File: src/design/ddp_pkg.sv
// Package for the dual data pointer and status word register file.
// Assumes one core clock domain and an 8-bit special-function register space.
package ddp_pkg;

  // Special-function register addresses
  localparam logic [7:0] ADDR_STACK_POINTER = 8'h81;
  localparam logic [7:0] ADDR_POINTER0_LOW_BYTE = 8'h82;
  localparam logic [7:0] ADDR_POINTER0_HIGH_BYTE = 8'h83;
  localparam logic [7:0] ADDR_POINTER1_LOW_BYTE = 8'h84;
  localparam logic [7:0] ADDR_POINTER1_HIGH_BYTE = 8'h85;
  localparam logic [7:0] ADDR_POINTER_CHOICE_REG = 8'h86;
  localparam logic [7:0] ADDR_STATUS_WORD = 8'hd0;
  localparam logic [7:0] ADDR_MAIN_WORK_REGISTER = 8'he0;
  localparam logic [7:0] ADDR_SECOND_OPERAND_REGISTER = 8'hf0;

  // Status word field positions
  localparam int unsigned POS_UNSIGNED_CARRY = 7;
  localparam int unsigned POS_NIBBLE_CARRY = 6;
  localparam int unsigned POS_USER_FLAG_ZERO = 5;
  localparam int unsigned POS_BANK_SELECT_HIGH = 4;
  localparam int unsigned POS_BANK_SELECT_LOW = 3;
  localparam int unsigned POS_SIGNED_WRAP = 2;
  localparam int unsigned POS_USER_FLAG_ONE = 1;
  localparam int unsigned POS_PARITY = 0;

  // Pointer choice bit position
  localparam int unsigned POS_POINTER_CHOICE = 0;

  // Reset values
  localparam logic [7:0] RST_STACK_POINTER = 8'h00;
  localparam logic [15:0] RST_POINTER = 16'h0000;
  localparam logic [7:0] RST_POINTER_CHOICE = 8'h00;
  localparam logic [7:0] RST_STATUS_WORD = 8'h00;
  localparam logic [7:0] RST_MAIN_WORK = 8'h00;
  localparam logic [7:0] RST_SECOND_OPERAND = 8'h00;

  // Product byte limit
  localparam logic [15:0] PRODUCT_BYTE_LIMIT = 16'h00ff;

  // Arithmetic operations reported by the core
  typedef enum logic [2:0] {
    DDP_ALU_NONE = 3'b000,
    DDP_ALU_ADD = 3'b001,
    DDP_ALU_ADDC = 3'b010,
    DDP_ALU_SUBB = 3'b011,
    DDP_ALU_MUL = 3'b100,
    DDP_ALU_DIV = 3'b101
  } ddp_alu_op_t;

  // Data pointer operations issued by the core
  typedef enum logic [1:0] {
    DDP_PTR_NONE = 2'b00,
    DDP_PTR_LOAD = 2'b01,
    DDP_PTR_INC = 2'b10
  } ddp_ptr_op_t;

  // Register access from the core in the special-function space
  typedef struct packed {
    logic wr;
    logic inc;
    logic bit_wr;
    logic [7:0] addr;
    logic [7:0] wdata;
    logic bit_val;
  } ddp_sfr_req_t;

  // Arithmetic request: operands and operation
  typedef struct packed {
    ddp_alu_op_t op;
    logic [7:0] a;
    logic [7:0] b;
  } ddp_alu_req_t;

  // Data pointer request
  typedef struct packed {
    ddp_ptr_op_t op;
    logic [15:0] value;
  } ddp_ptr_req_t;

endpackage : ddp_pkg

File: src/design/ddp_regfile.sv
// Register file holding two data pointers, their select bit, stack pointer,
// accumulator, second operand register and the program status word.
// Assumes the core issues at most one register access, one arithmetic result
// and one pointer operation per enabled clock, all synchronous to clk.
`timescale 1ns/1ps
`default_nettype none

// Contract
// - First pointer: low byte at 0x82, high byte at 0x83.
// - Second pointer: low byte at 0x84, high byte at 0x85.
// - Select register 0x86 bit 0 picks first (0) or second (1) pointer.
// - Only bit 0 of the select register does anything; others read zero.
// - All pointer instructions act on the currently selected pointer.
// - Incrementing the select register inverts its bit 0.
// - Stack pointer byte access only; status, accumulator, operand bit addressable.
// - Carry flag bit 7 set on carry out of bit 7, else cleared.
// - Multiply and divide always clear the carry flag.
// - Nibble carry bit 6 set on nibble carry or borrow, else cleared.
// - Status bits 5 and 1 are plain firmware storage.
// - Status bits 4:3 pick working register bank base 0x00, 0x08, 0x10, 0x18.
// - Overflow bit 2 set on signed overflow of a sum.
// - After multiply, overflow set exactly when product exceeds 0xff.
// - After divide, overflow set exactly when divisor was zero.
// - Status bit 0 is the odd parity of the accumulator.
module ddp_regfile (
  input wire logic clk,
  input wire logic srst,
  input wire logic ce,
  input wire ddp_pkg::ddp_sfr_req_t sfr_req,
  output logic [7:0] sfr_rdata,
  output logic sfr_hit,
  input wire ddp_pkg::ddp_alu_req_t alu_req,
  input wire ddp_pkg::ddp_ptr_req_t ptr_req,
  output logic [15:0] data_pointer,
  output logic [7:0] stack_pointer,
  output logic [7:0] status_word,
  output logic [7:0] main_work_register,
  output logic [7:0] second_operand_register,
  output logic [4:0] bank_base
);
  import ddp_pkg::*;

  logic [15:0] first_pointer_q;
  logic [15:0] second_pointer_q;
  logic pointer_choice_q;
  logic [7:0] stack_pointer_q;
  logic [7:0] main_work_q;
  logic [7:0] second_operand_q;
  logic [7:0] status_q;
  logic parity;
  logic [7:0] status_view;
  logic [7:0] read_value;
  logic mapped;
  logic bit_capable;
  logic [7:0] bit_reg_addr;
  logic [2:0] bit_index;
  logic [7:0] bit_reg_value;
  logic [7:0] byte_write_value;
  logic [7:0] bit_write_value;
  logic byte_we;
  logic bit_we;
  logic [7:0] reg_we_addr;
  logic [7:0] reg_we_value;
  logic reg_we;
  logic [15:0] active_pointer;
  logic [15:0] pointer_next;
  logic [8:0] sum9;
  logic [4:0] nib5;
  logic [15:0] product;
  logic [7:0] quotient;
  logic [7:0] remainder;
  logic carry_in;
  logic arith_add;
  logic arith_sub;
  logic arith_mul;
  logic arith_div;

  // Parity of the accumulator, recomputed every cycle
  assign parity = ^main_work_q;

  // Status word as seen by software and the core
  always_comb
  begin
    status_view = status_q;
    status_view[POS_PARITY] = parity;
  end

  // Read decode of the special-function space
  always_comb
  begin
    read_value = 8'h00;
    mapped = 1'b1;
    case (sfr_req.addr)
      ADDR_STACK_POINTER: read_value = stack_pointer_q;
      ADDR_POINTER0_LOW_BYTE: read_value = first_pointer_q[7:0];
      ADDR_POINTER0_HIGH_BYTE: read_value = first_pointer_q[15:8];
      ADDR_POINTER1_LOW_BYTE: read_value = second_pointer_q[7:0];
      ADDR_POINTER1_HIGH_BYTE: read_value = second_pointer_q[15:8];
      ADDR_POINTER_CHOICE_REG: read_value = {7'h00, pointer_choice_q};
      ADDR_STATUS_WORD: read_value = status_view;
      ADDR_MAIN_WORK_REGISTER: read_value = main_work_q;
      ADDR_SECOND_OPERAND_REGISTER: read_value = second_operand_q;
      default:
      begin
        read_value = 8'h00;
        mapped = 1'b0;
      end
    endcase
  end

  assign sfr_rdata = read_value;
  assign sfr_hit = mapped;

  // Bit addressing: byte address is the bit address with its low three bits cleared
  assign bit_reg_addr = {sfr_req.addr[7:3], 3'b000};
  assign bit_index = sfr_req.addr[2:0];

  // Only status, accumulator and operand register accept bit writes
  always_comb
  begin
    bit_capable = 1'b0;
    bit_reg_value = 8'h00;
    case (bit_reg_addr)
      ADDR_STATUS_WORD:
      begin
        bit_capable = 1'b1;
        bit_reg_value = status_view;
      end
      ADDR_MAIN_WORK_REGISTER:
      begin
        bit_capable = 1'b1;
        bit_reg_value = main_work_q;
      end
      ADDR_SECOND_OPERAND_REGISTER:
      begin
        bit_capable = 1'b1;
        bit_reg_value = second_operand_q;
      end
      default:
      begin
        bit_capable = 1'b0;
        bit_reg_value = 8'h00;
      end
    endcase
  end

  // Merge a single bit into the addressed byte
  always_comb
  begin
    bit_write_value = bit_reg_value;
    bit_write_value[bit_index] = sfr_req.bit_val;
  end

  // Byte write or increment (increment reads the current value plus one)
  assign byte_write_value = sfr_req.inc ? 8'(read_value + 8'h01) : sfr_req.wdata;
  assign byte_we = sfr_req.wr | sfr_req.inc;
  assign bit_we = sfr_req.bit_wr & ~byte_we & bit_capable;

  // One resolved register write per cycle
  assign reg_we = byte_we | bit_we;
  assign reg_we_addr = bit_we ? bit_reg_addr : sfr_req.addr;
  assign reg_we_value = bit_we ? bit_write_value : byte_write_value;

  // Arithmetic decode
  assign arith_add = (alu_req.op == DDP_ALU_ADD) || (alu_req.op == DDP_ALU_ADDC);
  assign arith_sub = (alu_req.op == DDP_ALU_SUBB);
  assign arith_mul = (alu_req.op == DDP_ALU_MUL);
  assign arith_div = (alu_req.op == DDP_ALU_DIV);
  assign carry_in = (alu_req.op == DDP_ALU_ADD) ? 1'b0 : status_q[POS_UNSIGNED_CARRY];

  // Sum or difference with the nibble carry and full carry
  always_comb
  begin
    if (arith_sub)
    begin
      sum9 = {1'b0, alu_req.a} - {1'b0, alu_req.b} - {8'h00, carry_in};
      nib5 = {1'b0, alu_req.a[3:0]} - {1'b0, alu_req.b[3:0]} - {4'h0, carry_in};
    end
    else
    begin
      sum9 = {1'b0, alu_req.a} + {1'b0, alu_req.b} + {8'h00, carry_in};
      nib5 = {1'b0, alu_req.a[3:0]} + {1'b0, alu_req.b[3:0]} + {4'h0, carry_in};
    end
  end

  // Product, quotient and remainder
  assign product = {8'h00, alu_req.a} * {8'h00, alu_req.b};
  always_comb
  begin
    if (alu_req.b == 8'h00)
    begin
      quotient = main_work_q;
      remainder = second_operand_q;
    end
    else
    begin
      quotient = alu_req.a / alu_req.b;
      remainder = alu_req.a % alu_req.b;
    end
  end

  // Active pointer and its next value
  assign active_pointer = pointer_choice_q ? second_pointer_q : first_pointer_q;
  always_comb
  begin
    case (ptr_req.op)
      DDP_PTR_LOAD: pointer_next = ptr_req.value;
      DDP_PTR_INC: pointer_next = 16'(active_pointer + 16'h0001);
      DDP_PTR_NONE: pointer_next = active_pointer;
      default: pointer_next = active_pointer;
    endcase
  end

  // First pointer: register writes, then core pointer operation when selected
  always_ff @(posedge clk)
  begin
    if (srst)
      first_pointer_q <= RST_POINTER;
    else if (ce)
    begin
      if (reg_we && reg_we_addr == ADDR_POINTER0_LOW_BYTE)
        first_pointer_q[7:0] <= reg_we_value;
      if (reg_we && reg_we_addr == ADDR_POINTER0_HIGH_BYTE)
        first_pointer_q[15:8] <= reg_we_value;
      if (ptr_req.op != DDP_PTR_NONE && !pointer_choice_q)
        first_pointer_q <= pointer_next;
    end
  end

  // Second pointer: register writes, then core pointer operation when selected
  always_ff @(posedge clk)
  begin
    if (srst)
      second_pointer_q <= RST_POINTER;
    else if (ce)
    begin
      if (reg_we && reg_we_addr == ADDR_POINTER1_LOW_BYTE)
        second_pointer_q[7:0] <= reg_we_value;
      if (reg_we && reg_we_addr == ADDR_POINTER1_HIGH_BYTE)
        second_pointer_q[15:8] <= reg_we_value;
      if (ptr_req.op != DDP_PTR_NONE && pointer_choice_q)
        second_pointer_q <= pointer_next;
    end
  end

  // Pointer choice: only bit 0 is stored
  always_ff @(posedge clk)
  begin
    if (srst)
      pointer_choice_q <= RST_POINTER_CHOICE[POS_POINTER_CHOICE];
    else if (ce && reg_we && reg_we_addr == ADDR_POINTER_CHOICE_REG)
      pointer_choice_q <= reg_we_value[POS_POINTER_CHOICE];
  end

  // Stack pointer: byte writes and increments only
  always_ff @(posedge clk)
  begin
    if (srst)
      stack_pointer_q <= RST_STACK_POINTER;
    else if (ce && byte_we && sfr_req.addr == ADDR_STACK_POINTER)
      stack_pointer_q <= byte_write_value;
  end

  // Accumulator: arithmetic results win over register writes
  always_ff @(posedge clk)
  begin
    if (srst)
      main_work_q <= RST_MAIN_WORK;
    else if (ce)
    begin
      if (arith_add || arith_sub)
        main_work_q <= sum9[7:0];
      else if (arith_mul)
        main_work_q <= product[7:0];
      else if (arith_div)
        main_work_q <= quotient;
      else if (reg_we && reg_we_addr == ADDR_MAIN_WORK_REGISTER)
        main_work_q <= reg_we_value;
    end
  end

  // Second operand: high product byte or remainder, else register writes
  always_ff @(posedge clk)
  begin
    if (srst)
      second_operand_q <= RST_SECOND_OPERAND;
    else if (ce)
    begin
      if (arith_mul)
        second_operand_q <= product[15:8];
      else if (arith_div)
        second_operand_q <= remainder;
      else if (reg_we && reg_we_addr == ADDR_SECOND_OPERAND_REGISTER)
        second_operand_q <= reg_we_value;
    end
  end

  // Status word: firmware write first, arithmetic flags override their bits
  always_ff @(posedge clk)
  begin
    if (srst)
      status_q <= RST_STATUS_WORD;
    else if (ce)
    begin
      if (reg_we && reg_we_addr == ADDR_STATUS_WORD)
      begin
        status_q[7:1] <= reg_we_value[7:1];
        status_q[POS_PARITY] <= 1'b0;
      end
      if (arith_add || arith_sub)
      begin
        status_q[POS_UNSIGNED_CARRY] <= sum9[8];
        status_q[POS_NIBBLE_CARRY] <= nib5[4];
        if (arith_sub)
          status_q[POS_SIGNED_WRAP] <= (alu_req.a[7] != alu_req.b[7]) &&
            (sum9[7] != alu_req.a[7]);
        else
          status_q[POS_SIGNED_WRAP] <= (alu_req.a[7] == alu_req.b[7]) &&
            (sum9[7] != alu_req.a[7]);
      end
      if (arith_mul)
      begin
        status_q[POS_UNSIGNED_CARRY] <= 1'b0;
        status_q[POS_SIGNED_WRAP] <= product > PRODUCT_BYTE_LIMIT;
      end
      if (arith_div)
      begin
        status_q[POS_UNSIGNED_CARRY] <= 1'b0;
        status_q[POS_SIGNED_WRAP] <= alu_req.b == 8'h00;
      end
    end
  end

  // Outputs toward the core
  assign data_pointer = active_pointer;
  assign stack_pointer = stack_pointer_q;
  assign status_word = status_view;
  assign main_work_register = main_work_q;
  assign second_operand_register = second_operand_q;
  assign bank_base = {status_q[POS_BANK_SELECT_HIGH], status_q[POS_BANK_SELECT_LOW],
    3'b000};

endmodule : ddp_regfile

`default_nettype wire

File: config.mk
export PLATFORM = sky130hd
export DESIGN_NAME = ddp_regfile
export DESIGN_NICKNAME = d
export VERILOG_FILES = /design/src/design/ddp_pkg.sv /design/src/design/ddp_regfile.sv
export SDC_FILE = /design/constraint.sdc
export NUM_CORES = 1
export LEC_CHECK = 0
export BUFFER_PORTS_ARGS = -buffer_cell sky130_fd_sc_hd__buf_4
export CAP_MARGIN = 20
export CORE_UTILIZATION = 60
export CTS_BUF_LIST = sky130_fd_sc_hd__clkbuf_4 sky130_fd_sc_hd__clkbuf_8 sky130_fd_sc_hd__clkbuf_16
export DETAILED_ROUTE_END_ITERATION = 10
export HOLD_SLACK_MARGIN = 0.12
export PLACE_DENSITY = 0.88
export SYNTH_ARGS = -nofsm -noshare
export SYNTH_HDL_FRONTEND = slang
export SYNTH_SLANG_ARGS = --single-unit
File: constraint.sdc
create_clock -name clk -period 29 [get_ports clk]
set_clock_uncertainty 0.05 [all_clocks]
set_input_delay 1.45 -clock clk [delete_from_list [all_inputs] [get_ports clk]]
set_output_delay 1.45 -clock clk [all_outputs]
set_load 0.03 [all_outputs]
# Yosys cells after proc, flatten, opt, wreduce, memory -nomap -nowiden
# Index checks and enable logic that the tools add are counted.
# op_classes
add_sub_neg	10
mul	1
n_div	2
order_cmp	3
n_eq_ne	32
n_mux	38
bitwise_logic	5
n_reduce_logical	41
# op_table
op	n
$eq 8x8->1 const B	17
$mux 8	16
$pmux 8 s9	1
$mux 16	3
$pmux 16 s2	1
$pmux 8 s3	1
$add 16x1->16 const B	1
$gt 16x8->1 const B	1
$logic_and 1x1->1	16
$mul 8x8->16	1
$eq 5x5->1 const B	3
$reduce_and 2->1	7
$reduce_bool 2->1	6
$mux 1	10
$add 8x8->9	1
$add 9x1->9	1
$mux 9	1
$reduce_or 9->1	1
$sub 8x8->9	1
$sub 9x1->9	1
$add 8x1->8 const B	1
$bwmux 8	1
$div 8x8->8	1
$logic_not 8->1	1
other kinds (30)	38
# totals
register_bits	64
inputBits	60
out_inout_bits	62
elab_cells	143

# Depth between registers and ports, before layout
# Gate-level depths: netlist of the first run.
# logic_depth
depth_word	11
mapped_depth	55
mapped_depth_nobuf	52

# Worst setup path after synthesis of the first run
# OpenSTA, ideal clock, no wires.
# synth_timing
path_type	in2reg
startpoint	in alu_req[6] (netlist name)
endpoint	reg second_operand_q[1] (netlist: second_operand_register[1])
setup_ps	78
arrival_time_ps	11784
required_ps	28872
path_slack_ps	17088
path_stages	48
path_buffers	3
path_cell_list	buf_2 nor4_2 nand2_1 nor2_1 a21oi_1 a21oi_1 ha_1 or3_1 a311oi_1 a211oi_1 ha_1 or2_2 o2111ai_1 nor3_1 a21o_1 ha_1 o211ai_1 a21boi_0 [12 not listed] clkbuf_1 mux2_2 ha_1 nand3_1 a21oi_1 o21ai_0 a21oi_1 mux2_2 ha_1 nor2b_1 o21ai_0 a21oi_1 nor3_1 o21a_1 mux2_2 a21oi_1 a211oi_1 nor3_1
# synth_via
elab_chain_cells	4
elab_cells_between_ends	8
classes_between	mul: 1; div: 1; eq/ne: 1; mux: 3; reduce/logical: 2
# synth_rtl
element	line_no	source
start, declared	ddp_regfile.sv:32	input wire ddp_pkg::ddp_alu_req_t alu_req,
$mod 8x8->8	ddp_regfile.sv:198	remainder = alu_req.a % alu_req.b;
$mux 8	ddp_regfile.sv:190	if (alu_req.b == 8'h00)
$mux 8	ddp_regfile.sv:291	else if (arith_div)
$mux 8	ddp_regfile.sv:289	if (arith_mul)
end signal, assigned	ddp_regfile.sv:290	second_operand_q <= product[15:8];
end signal, assigned	ddp_regfile.sv:292	second_operand_q <= remainder;
end signal, assigned	ddp_regfile.sv:294	second_operand_q <= reg_we_value;
end, declared	ddp_regfile.sv:48	logic [7:0] second_operand_q;
# Parallel ways exist; a longest one is shown, timed or not. The select of a mux whose other input is x is not followed.
# A chain may end at the register's enable or synchronous reset.

# Final worst setup path of the first run
# layout_timing
startpoint	in alu_req[7] (netlist name)
endpoint	reg second_operand_q[1] (netlist: second_operand_register[1])
# Same word-level chain as after synthesis.

==> results of run 1 <==
## cell families (layout without fill, tap and decap cells)
family,after synthesis,after routing,share of synthesized area (%)
simple gates,434,434,19.9
compound gates,363,363,25.7
buf+inv,192,263,7.74
fa+ha+maj,144,144,21.5
flops,64,64,13.1
mux,62,62,6.59
xor+xnor,59,59,5.41
other cells,1,3,0.0383
## layer usage
metal / routed length [um] / share of wire, % / global-route usage (%) / vias to the layer above
met2: 14700 / 45 / 62.4 / 690
li1: - / - / - / 4823
met4: 1660 / 5.1 / 21.1 / 0
met5: 0 / 0 / 0 / -
met1: 12900 / 39 / 49.4 / 4981
met3: 3530 / 11 / 7.83 / 149
## tightest hold or removal path: stages, from the launching register on
cell and delay, ns:
dfxtp_1 0.32, nand2_1 0.06, a21oi_1 0.05
## registers in the layout (all words and copies together), names as in the netlist
register and flops:
pointer_choice_q 1, status_q 7, stack_pointer 8, main_work_register 8, first_pointer_q 16, second_pointer_q 16
second_operand_register 8
## metrics by stage
stage | instance area, um^2 | hold slack, ns | std cells
after floorplan | 9810 | 0.390 | 1321
after global placement | 10700 | 0.403 | 1592
after detailed placement | 10700 | 0.411 | 1592
after CTS | 11100 | 0.421 | 1608
after global routing | 11100 | 0.444 | 1608
final | 11100 | 0.428 | 1608
## final timing paths
kind | from | endpoint | slack [ns] | cells past startpoint
min | second_pointer_q[13]$_SDFFE_PP0P_ | second_pointer_q[13]$_SDFFE_PP0P_ | 0.43 | 2
max reg2reg | pointer_choice_q$_SDFFE_PP0P_ | second_pointer_q[15]$_SDFFE_PP0P_ | 25.41 | 10
max | alu_req[7] | second_operand_register[1]$_SDFFE_PP0P_ | 15.49 | 47
min reg2reg | second_pointer_q[13]$_SDFFE_PP0P_ | second_pointer_q[13]$_SDFFE_PP0P_ | 0.43 | 2
## power groups by stage
stage / registers (mW) / clock network [mW] / logic (mW)
2_1_floorplan: 0.0989 / 0 / 0.193
3_3_place_gp: 0.0968 / 0 / 0.262
3_5_place_dp: 0.0968 / 0 / 0.269
4_1_cts: 0.0950 / 0.129 / 0.271
5_1_grt: 0.0954 / 0.133 / 0.301
6_report: 0.0953 / 0.129 / 0.280
## final cells by class
class,instances,area [um^2]
multi-input cells,1065,7770
repair buffers,126,946
clock buffers,10,239
clock inverters,6,115
flip-flops and latches,64,1280
well taps,216,270
inverters,121,454
fillers,1311,4870
## layout by cell type (no fill, tap or decap), drive strengths merged, types with 41 or more instances in the layout
master	netlist	final
dfxtp	64	64
o21ai	64	64
inv	117	118
nor2	152	152
buf	19	126
mux2i	42	42
fa	41	41
a21oi	93	93
ha	103	103
nand2	136	136
==> run metrics, run 1 <==
TritonCTS Buffers 9; clk_lat worst skew 0.34 ns; delay-heaviest family, CP compound AO/OA/AOI/OAI gates; drt total wl 32800 um; WP buf/inv 2; worst-margin pin slew 1.00 ns; Synthesis Warnings 0; post-synthesis async set-or-reset flop share 0%; Final WS setup 15.49 ns; P_int 0.286 mW; Post-Synthesis Cell Area 9800 um^2; Req. time, crit path 29.21 ns; area leader, netlist ha_1; MaxCap Viol Count 0; clk slew on worst S/H paths 0.05 ns; sequential-to-total area share from yosys stat 13.1%; Die Area 16900 um^2; wire length per cell 20.4 um; pre-CTS setup slack 15.30 ns; first-pass GRT wire length 51000 um; max frequency 0.0740 GHz; I/O pins 122; DPL Wire Length 25800 um; clk root buf clkbuf_16; Clk pwr share 25.6%; status completed; Lkg Pwr 4.99 nW; endpoints failing hold 0; crit path launch type input port; Placer Congestion 0.993; clock sink total 64; largest net degree at the start of global routing 64; Hold Path Class flip-flop to flip-flop; period utilisation layout 46.6%; initial antenna violation count 0; share of the synthesized area in the top cell type 13.1%; Remaining Overflow, GRT 0; Initial DRC Count 1232; final number of setup-violating endpoints 0; vias in the first global route 9787; Seq cells post-synth 64; distinct cell type count after synthesis 80; GRT Total Usage 39.0%; RSZ-0062 raised after global routing no; maximum clock insertion buffer count 2; fraction of layout cells with a size suffix above 1 13.4%; Die Wd 130 um; VDD IR max 0.0495 mV; row count 46; CTS tree built; DRT Pass-1 Iters 8; count leader, synth nor2_1; H-tree depth 3; setup TNS 0 ns; Layout area overhead 13.0%; Layout Nets 1591; DRC 0; ant diodes 0; via count 10600; Sw Ratio 43.2%; Worst Path Max Fanout 13; max incr delay on CP 0.78 ns; die height 130 um; Slew Limit Fails 0; Hold-fix buffers, CTS 0; I/O Buffers 118; top post-synthesis cells by count nor2_1, nand2_1, inv_1; Vias/cell 6.62; Layout Utilization 69.5%; EDFF count, synth 0; critical path type input port to flip-flop; synthesized area per cell 7.43 um^2; Cell Pwr Density 45.5 nW/um^2; Worst EP arrival 13.72 ns; Post-CTS Setup Bufs 0; total design power 0.504 mW; post-route ant nets 0; Flop pwr share 18.9%; Net Switching 0.218 mW; Period minus WS final 13.51 ns; Worst path slowest cell a21oi_1; Top FF cell, synth dfxtp_1; combinational power share 55.5%; Synth Instances 1319; Starting Density 61.5%; core box area 15900 um^2; post-CTS sizing 0; CP endpoint kind flip-flop; worst rel slew slack 32.7%; most area-consuming cells after synthesis ha_1, dfxtp_1, fa_1
Power figures use the tool's default switching activity.
==> run 2: changes to the inputs <==
--- a/config.mk
+++ b/config.mk
@@ -5,6 +5,7 @@
 export SDC_FILE = /design/constraint.sdc
 export NUM_CORES = 1
 export LEC_CHECK = 0
+export ABC_AREA = 1
 export BUFFER_PORTS_ARGS = -buffer_cell sky130_fd_sc_hd__buf_4
 export CAP_MARGIN = 20
 export CORE_UTILIZATION = 60
==> constraint.sdc (replaced) <==
create_clock -name clk -period 13.3 [get_ports clk]
set_clock_uncertainty 0.05 [all_clocks]
set_input_delay 0.665 -clock clk [delete_from_list [all_inputs] [get_ports clk]]
set_output_delay 0.665 -clock clk [all_outputs]
set_load 0.03 [all_outputs]
==> run metrics, run 2 <==
status completed; ant diodes 0 (unchanged); max frequency 0.0903 GHz; Lkg Pwr 6.17 nW (+24%); I/O pins 122 (unchanged); via count 11900 (+12%); post-CTS sizing 0 (unchanged); Layout area overhead 11.3%; DRT Pass-1 Iters 7 (-1); total design power 1.04 mW (+110%); Layout Utilization 69.4% (about the same); Hold-fix buffers, CTS 0 (unchanged); count leader, synth nand2_1; hold_sp stack_pointer[7]$_SDFFE_PP0P_; cell area after layout 11700 um^2 (+5.4%); GRT Total Usage 39.0% (about the same); distinct cell type count after synthesis 59 (-26%); I/O Buffers 118 (unchanged); maximum clock insertion buffer count 2 (unchanged); endpoints failing hold 0 (unchanged); Req. time, crit path 13.51 ns (-15.70 ns); Post-Layout Cell Count 2006 (+25%); Cell Pwr Density 88.9 nW/um^2 (+95%); Final WS setup 2.23 ns (-13.27 ns); DRC 0 (unchanged); vias in the first global route 11000 (+12%); wire length per cell 17.5 um (-14%); Die Wd 134 um (+3.4%); Initial DRC Count 1256 (+1.9%); pre-CTS setup slack 2.11 ns (-13.19 ns); Hold Path Class flip-flop to flip-flop; synthesized area per cell 6.16 um^2 (-17%); MaxCap Viol Count 0 (unchanged); DPL Wire Length 28000 um (+8.5%); commonest non-fill, non-tap cell in the layout nand2_1; Fillers 1506 (+15%); top post-synthesis cells by count nand2_1, inv_1, nand3_1; Synthesis Warnings 0 (unchanged); Top FF cell, synth dfxtp_1; most area-consuming cells after synthesis nand2_1, ha_1, dfxtp_1; core box area 16800 um^2 (+5.5%); critical path type input port to flip-flop; end of the worst register-to-register path main_work_register[6]$_SDFFE_PP0P_; Slew Limit Fails 0 (unchanged); clk slew on worst S/H paths 0.06 ns (about the same); CP endpoint kind flip-flop; delay-heaviest family, CP simple AND/OR/NAND/NOR gates; H-tree depth 3 (unchanged); max incr delay on CP 0.40 ns (-0.38 ns); clk_lat worst skew 0.34 ns (about the same); crit path launch type input port; row count 47 (+2.2%); Worst Hold Path EP stack_pointer[7]$_SDFFE_PP0P_; Die Area 18000 um^2 (+6.9%); WP buf/inv 15 (+13); largest net degree at the start of global routing 52 (-19%); clk root buf clkbuf_16; post-synthesis async set-or-reset flop share 0% (unchanged); placed cells 1988 (+25%); VDD IR max 0.0638 mV (+29%); hold depth 2 (unchanged); post-route ant nets 0 (unchanged); Vias/cell 5.95 (-10%); period utilisation layout 83.3%; Worst Path Max Fanout 13 (unchanged); die height 134 um (+3.4%); initial antenna violation count 0 (unchanged); TritonCTS Buffers 9 (unchanged); Crit path depth 69 (+47%); setup slack, reg-to-reg 10.20 ns (-15.21 ns); reg2reg start main_work_register[6]$_SDFFE_PP0P_; Worst EP arrival 11.29 ns (-2.43 ns); worst-margin pin slew 0.993 ns (-0.00883 ns); first-pass GRT wire length 55400 um (+8.7%); Post-CTS Setup Bufs 0 (unchanged); worst rel slew slack 33.6% (+0.86 points); registers with the most flip-flops first_pointer_q x16, second_pointer_q x16; CTS tree built; Placer Congestion 1.01 (+1.8%); setup TNS 0 ns (unchanged); Remaining Overflow, GRT 0 (unchanged); Hold WS 0.443 ns (+0.0158 ns); share of the synthesized area in the top cell type 15.6% (+2.4 points); area leader, netlist nand2_1; Starting Density 62.4% (+0.89 points); dpl cell area 11400 um^2 (+6.1%); Post-Synthesis Cell Area 10500 um^2 (+7.0%); sequential-to-total area share from yosys stat 12.2% (-0.86 points); Period minus WS final 11.07 ns; reg2reg path depth 20 (+10); most frequent cells in the layout nand2_1, inv_1, nand3_1; Seq cells post-synth 64 (unchanged); critical path's most frequent cell nand2_1; final number of setup-violating endpoints 0 (unchanged); fraction of layout cells with a size suffix above 1 12.1% (-1.3 points); Worst path slowest cell o21ai_0; drt total wl 35100 um (+7.0%); EDFF count, synth 0 (unchanged); RSZ-0062 raised after global routing no; Synth Instances 1704 (+29%); clock sink total 64 (unchanged); Layout Nets 1985 (+25%)
[run 2: cell count changes after synthesis, moves of 23 or more]
cell	previous run	this run
nor2_1	152	108
o21ai_0	63	116
mux2i_1	42	1
nor3_1	39	14
xnor2_1	37	8
nand3_1	23	140
inv_1	117	273
a211oi_1	26	3
a31oi_1	6	37
nand2_1	136	435
[run 2: metal layers]
layer | vias to the layer above | GRT usage [%] | part of all wire (%)
li1 | 5696 | - | -
met1 | 5426 | 51.3 | 41
met2 | 696 | 62.5 | 44
met3 | 117 | 5.93 | 10
met4 | 0 | 18.4 | 4.5
met5 | - | 0 | 0
[run 2: kinds of logic (layout without fill, tap and decap cells)]
| kind of cell | Yosys count | in the layout | synth area share [%] |
|---|---|---|---|
| xor gates and xnor gates | 35 | 35 | 2.92 |
| and+or+nand+nor | 778 | 778 | 32.7 |
| AOI/OAI and AO/OA | 329 | 329 | 18.3 |
| buffers and inverters | 351 | 431 | 13.5 |
| DFF | 64 | 64 | 12.2 |
| other | 1 | 3 | 0.0357 |
| adders and majority gates | 144 | 144 | 20.1 |
| muxes | 2 | 2 | 0.203 |
[run 2: worst register-to-register path, stage by stage, from the launching register on]
cell and delay [ns]:
dfxtp_1 0.50, inv_1 0.15, nand2_1 0.09, nand2_1 0.05, nand2_1 0.06, nand2_1 0.06, nand2_1 0.08, nand3_1 0.11
nor2_1 0.18, nor2_2 0.10, inv_1 0.11, ha_1 0.22, nand4_1 0.16, o21ai_0 0.18, inv_1 0.07, o21ai_2 0.06
nand3_1 0.32, nand2_1 0.17, nand2_1 0.07, nand2_1 0.11, a21oi_1 0.08
[run 2: worst max-delay path by stage]
stage / to / slack (ns) / startpoint
after floorplan: second_operand_register[3]$_SDFFE_PP0P_ / 3.70 / alu_req[0]
after global placement: second_operand_register[2]$_SDFFE_PP0P_ / 2.56 / alu_req[0]
after detailed placement: second_operand_register[3]$_SDFFE_PP0P_ / 2.11 / alu_req[0]
after CTS: second_operand_register[0]$_SDFFE_PP0P_ / 2.45 / alu_req[0]
after global routing: second_operand_register[3]$_SDFFE_PP0P_ / 0.98 / alu_req[0]
final: second_operand_register[0]$_SDFFE_PP0P_ / 2.23 / alu_req[0]
[run 2: power breakdown]
part	leakage, nW	switching (mW)	internal [mW]	total (mW)
Combinational	5.51	0.386	0.212	0.597
Clock	0.140	0.0929	0.136	0.229
Sequential	0.522	0.0115	0.200	0.211
[run 2: area by class of cell]
class	count	area, um^2	share of cell area, %
Multi-Input combinational cell	1291	7800	66.8
Sequential cell	64	1280	11.0
Inverter	289	1090	9.33
Timing Repair Buffer	126	946	8.10
Tap cell	220	275	2.36
Clock buffer	12	254	2.18
Clock inverter	4	30.0	0.257
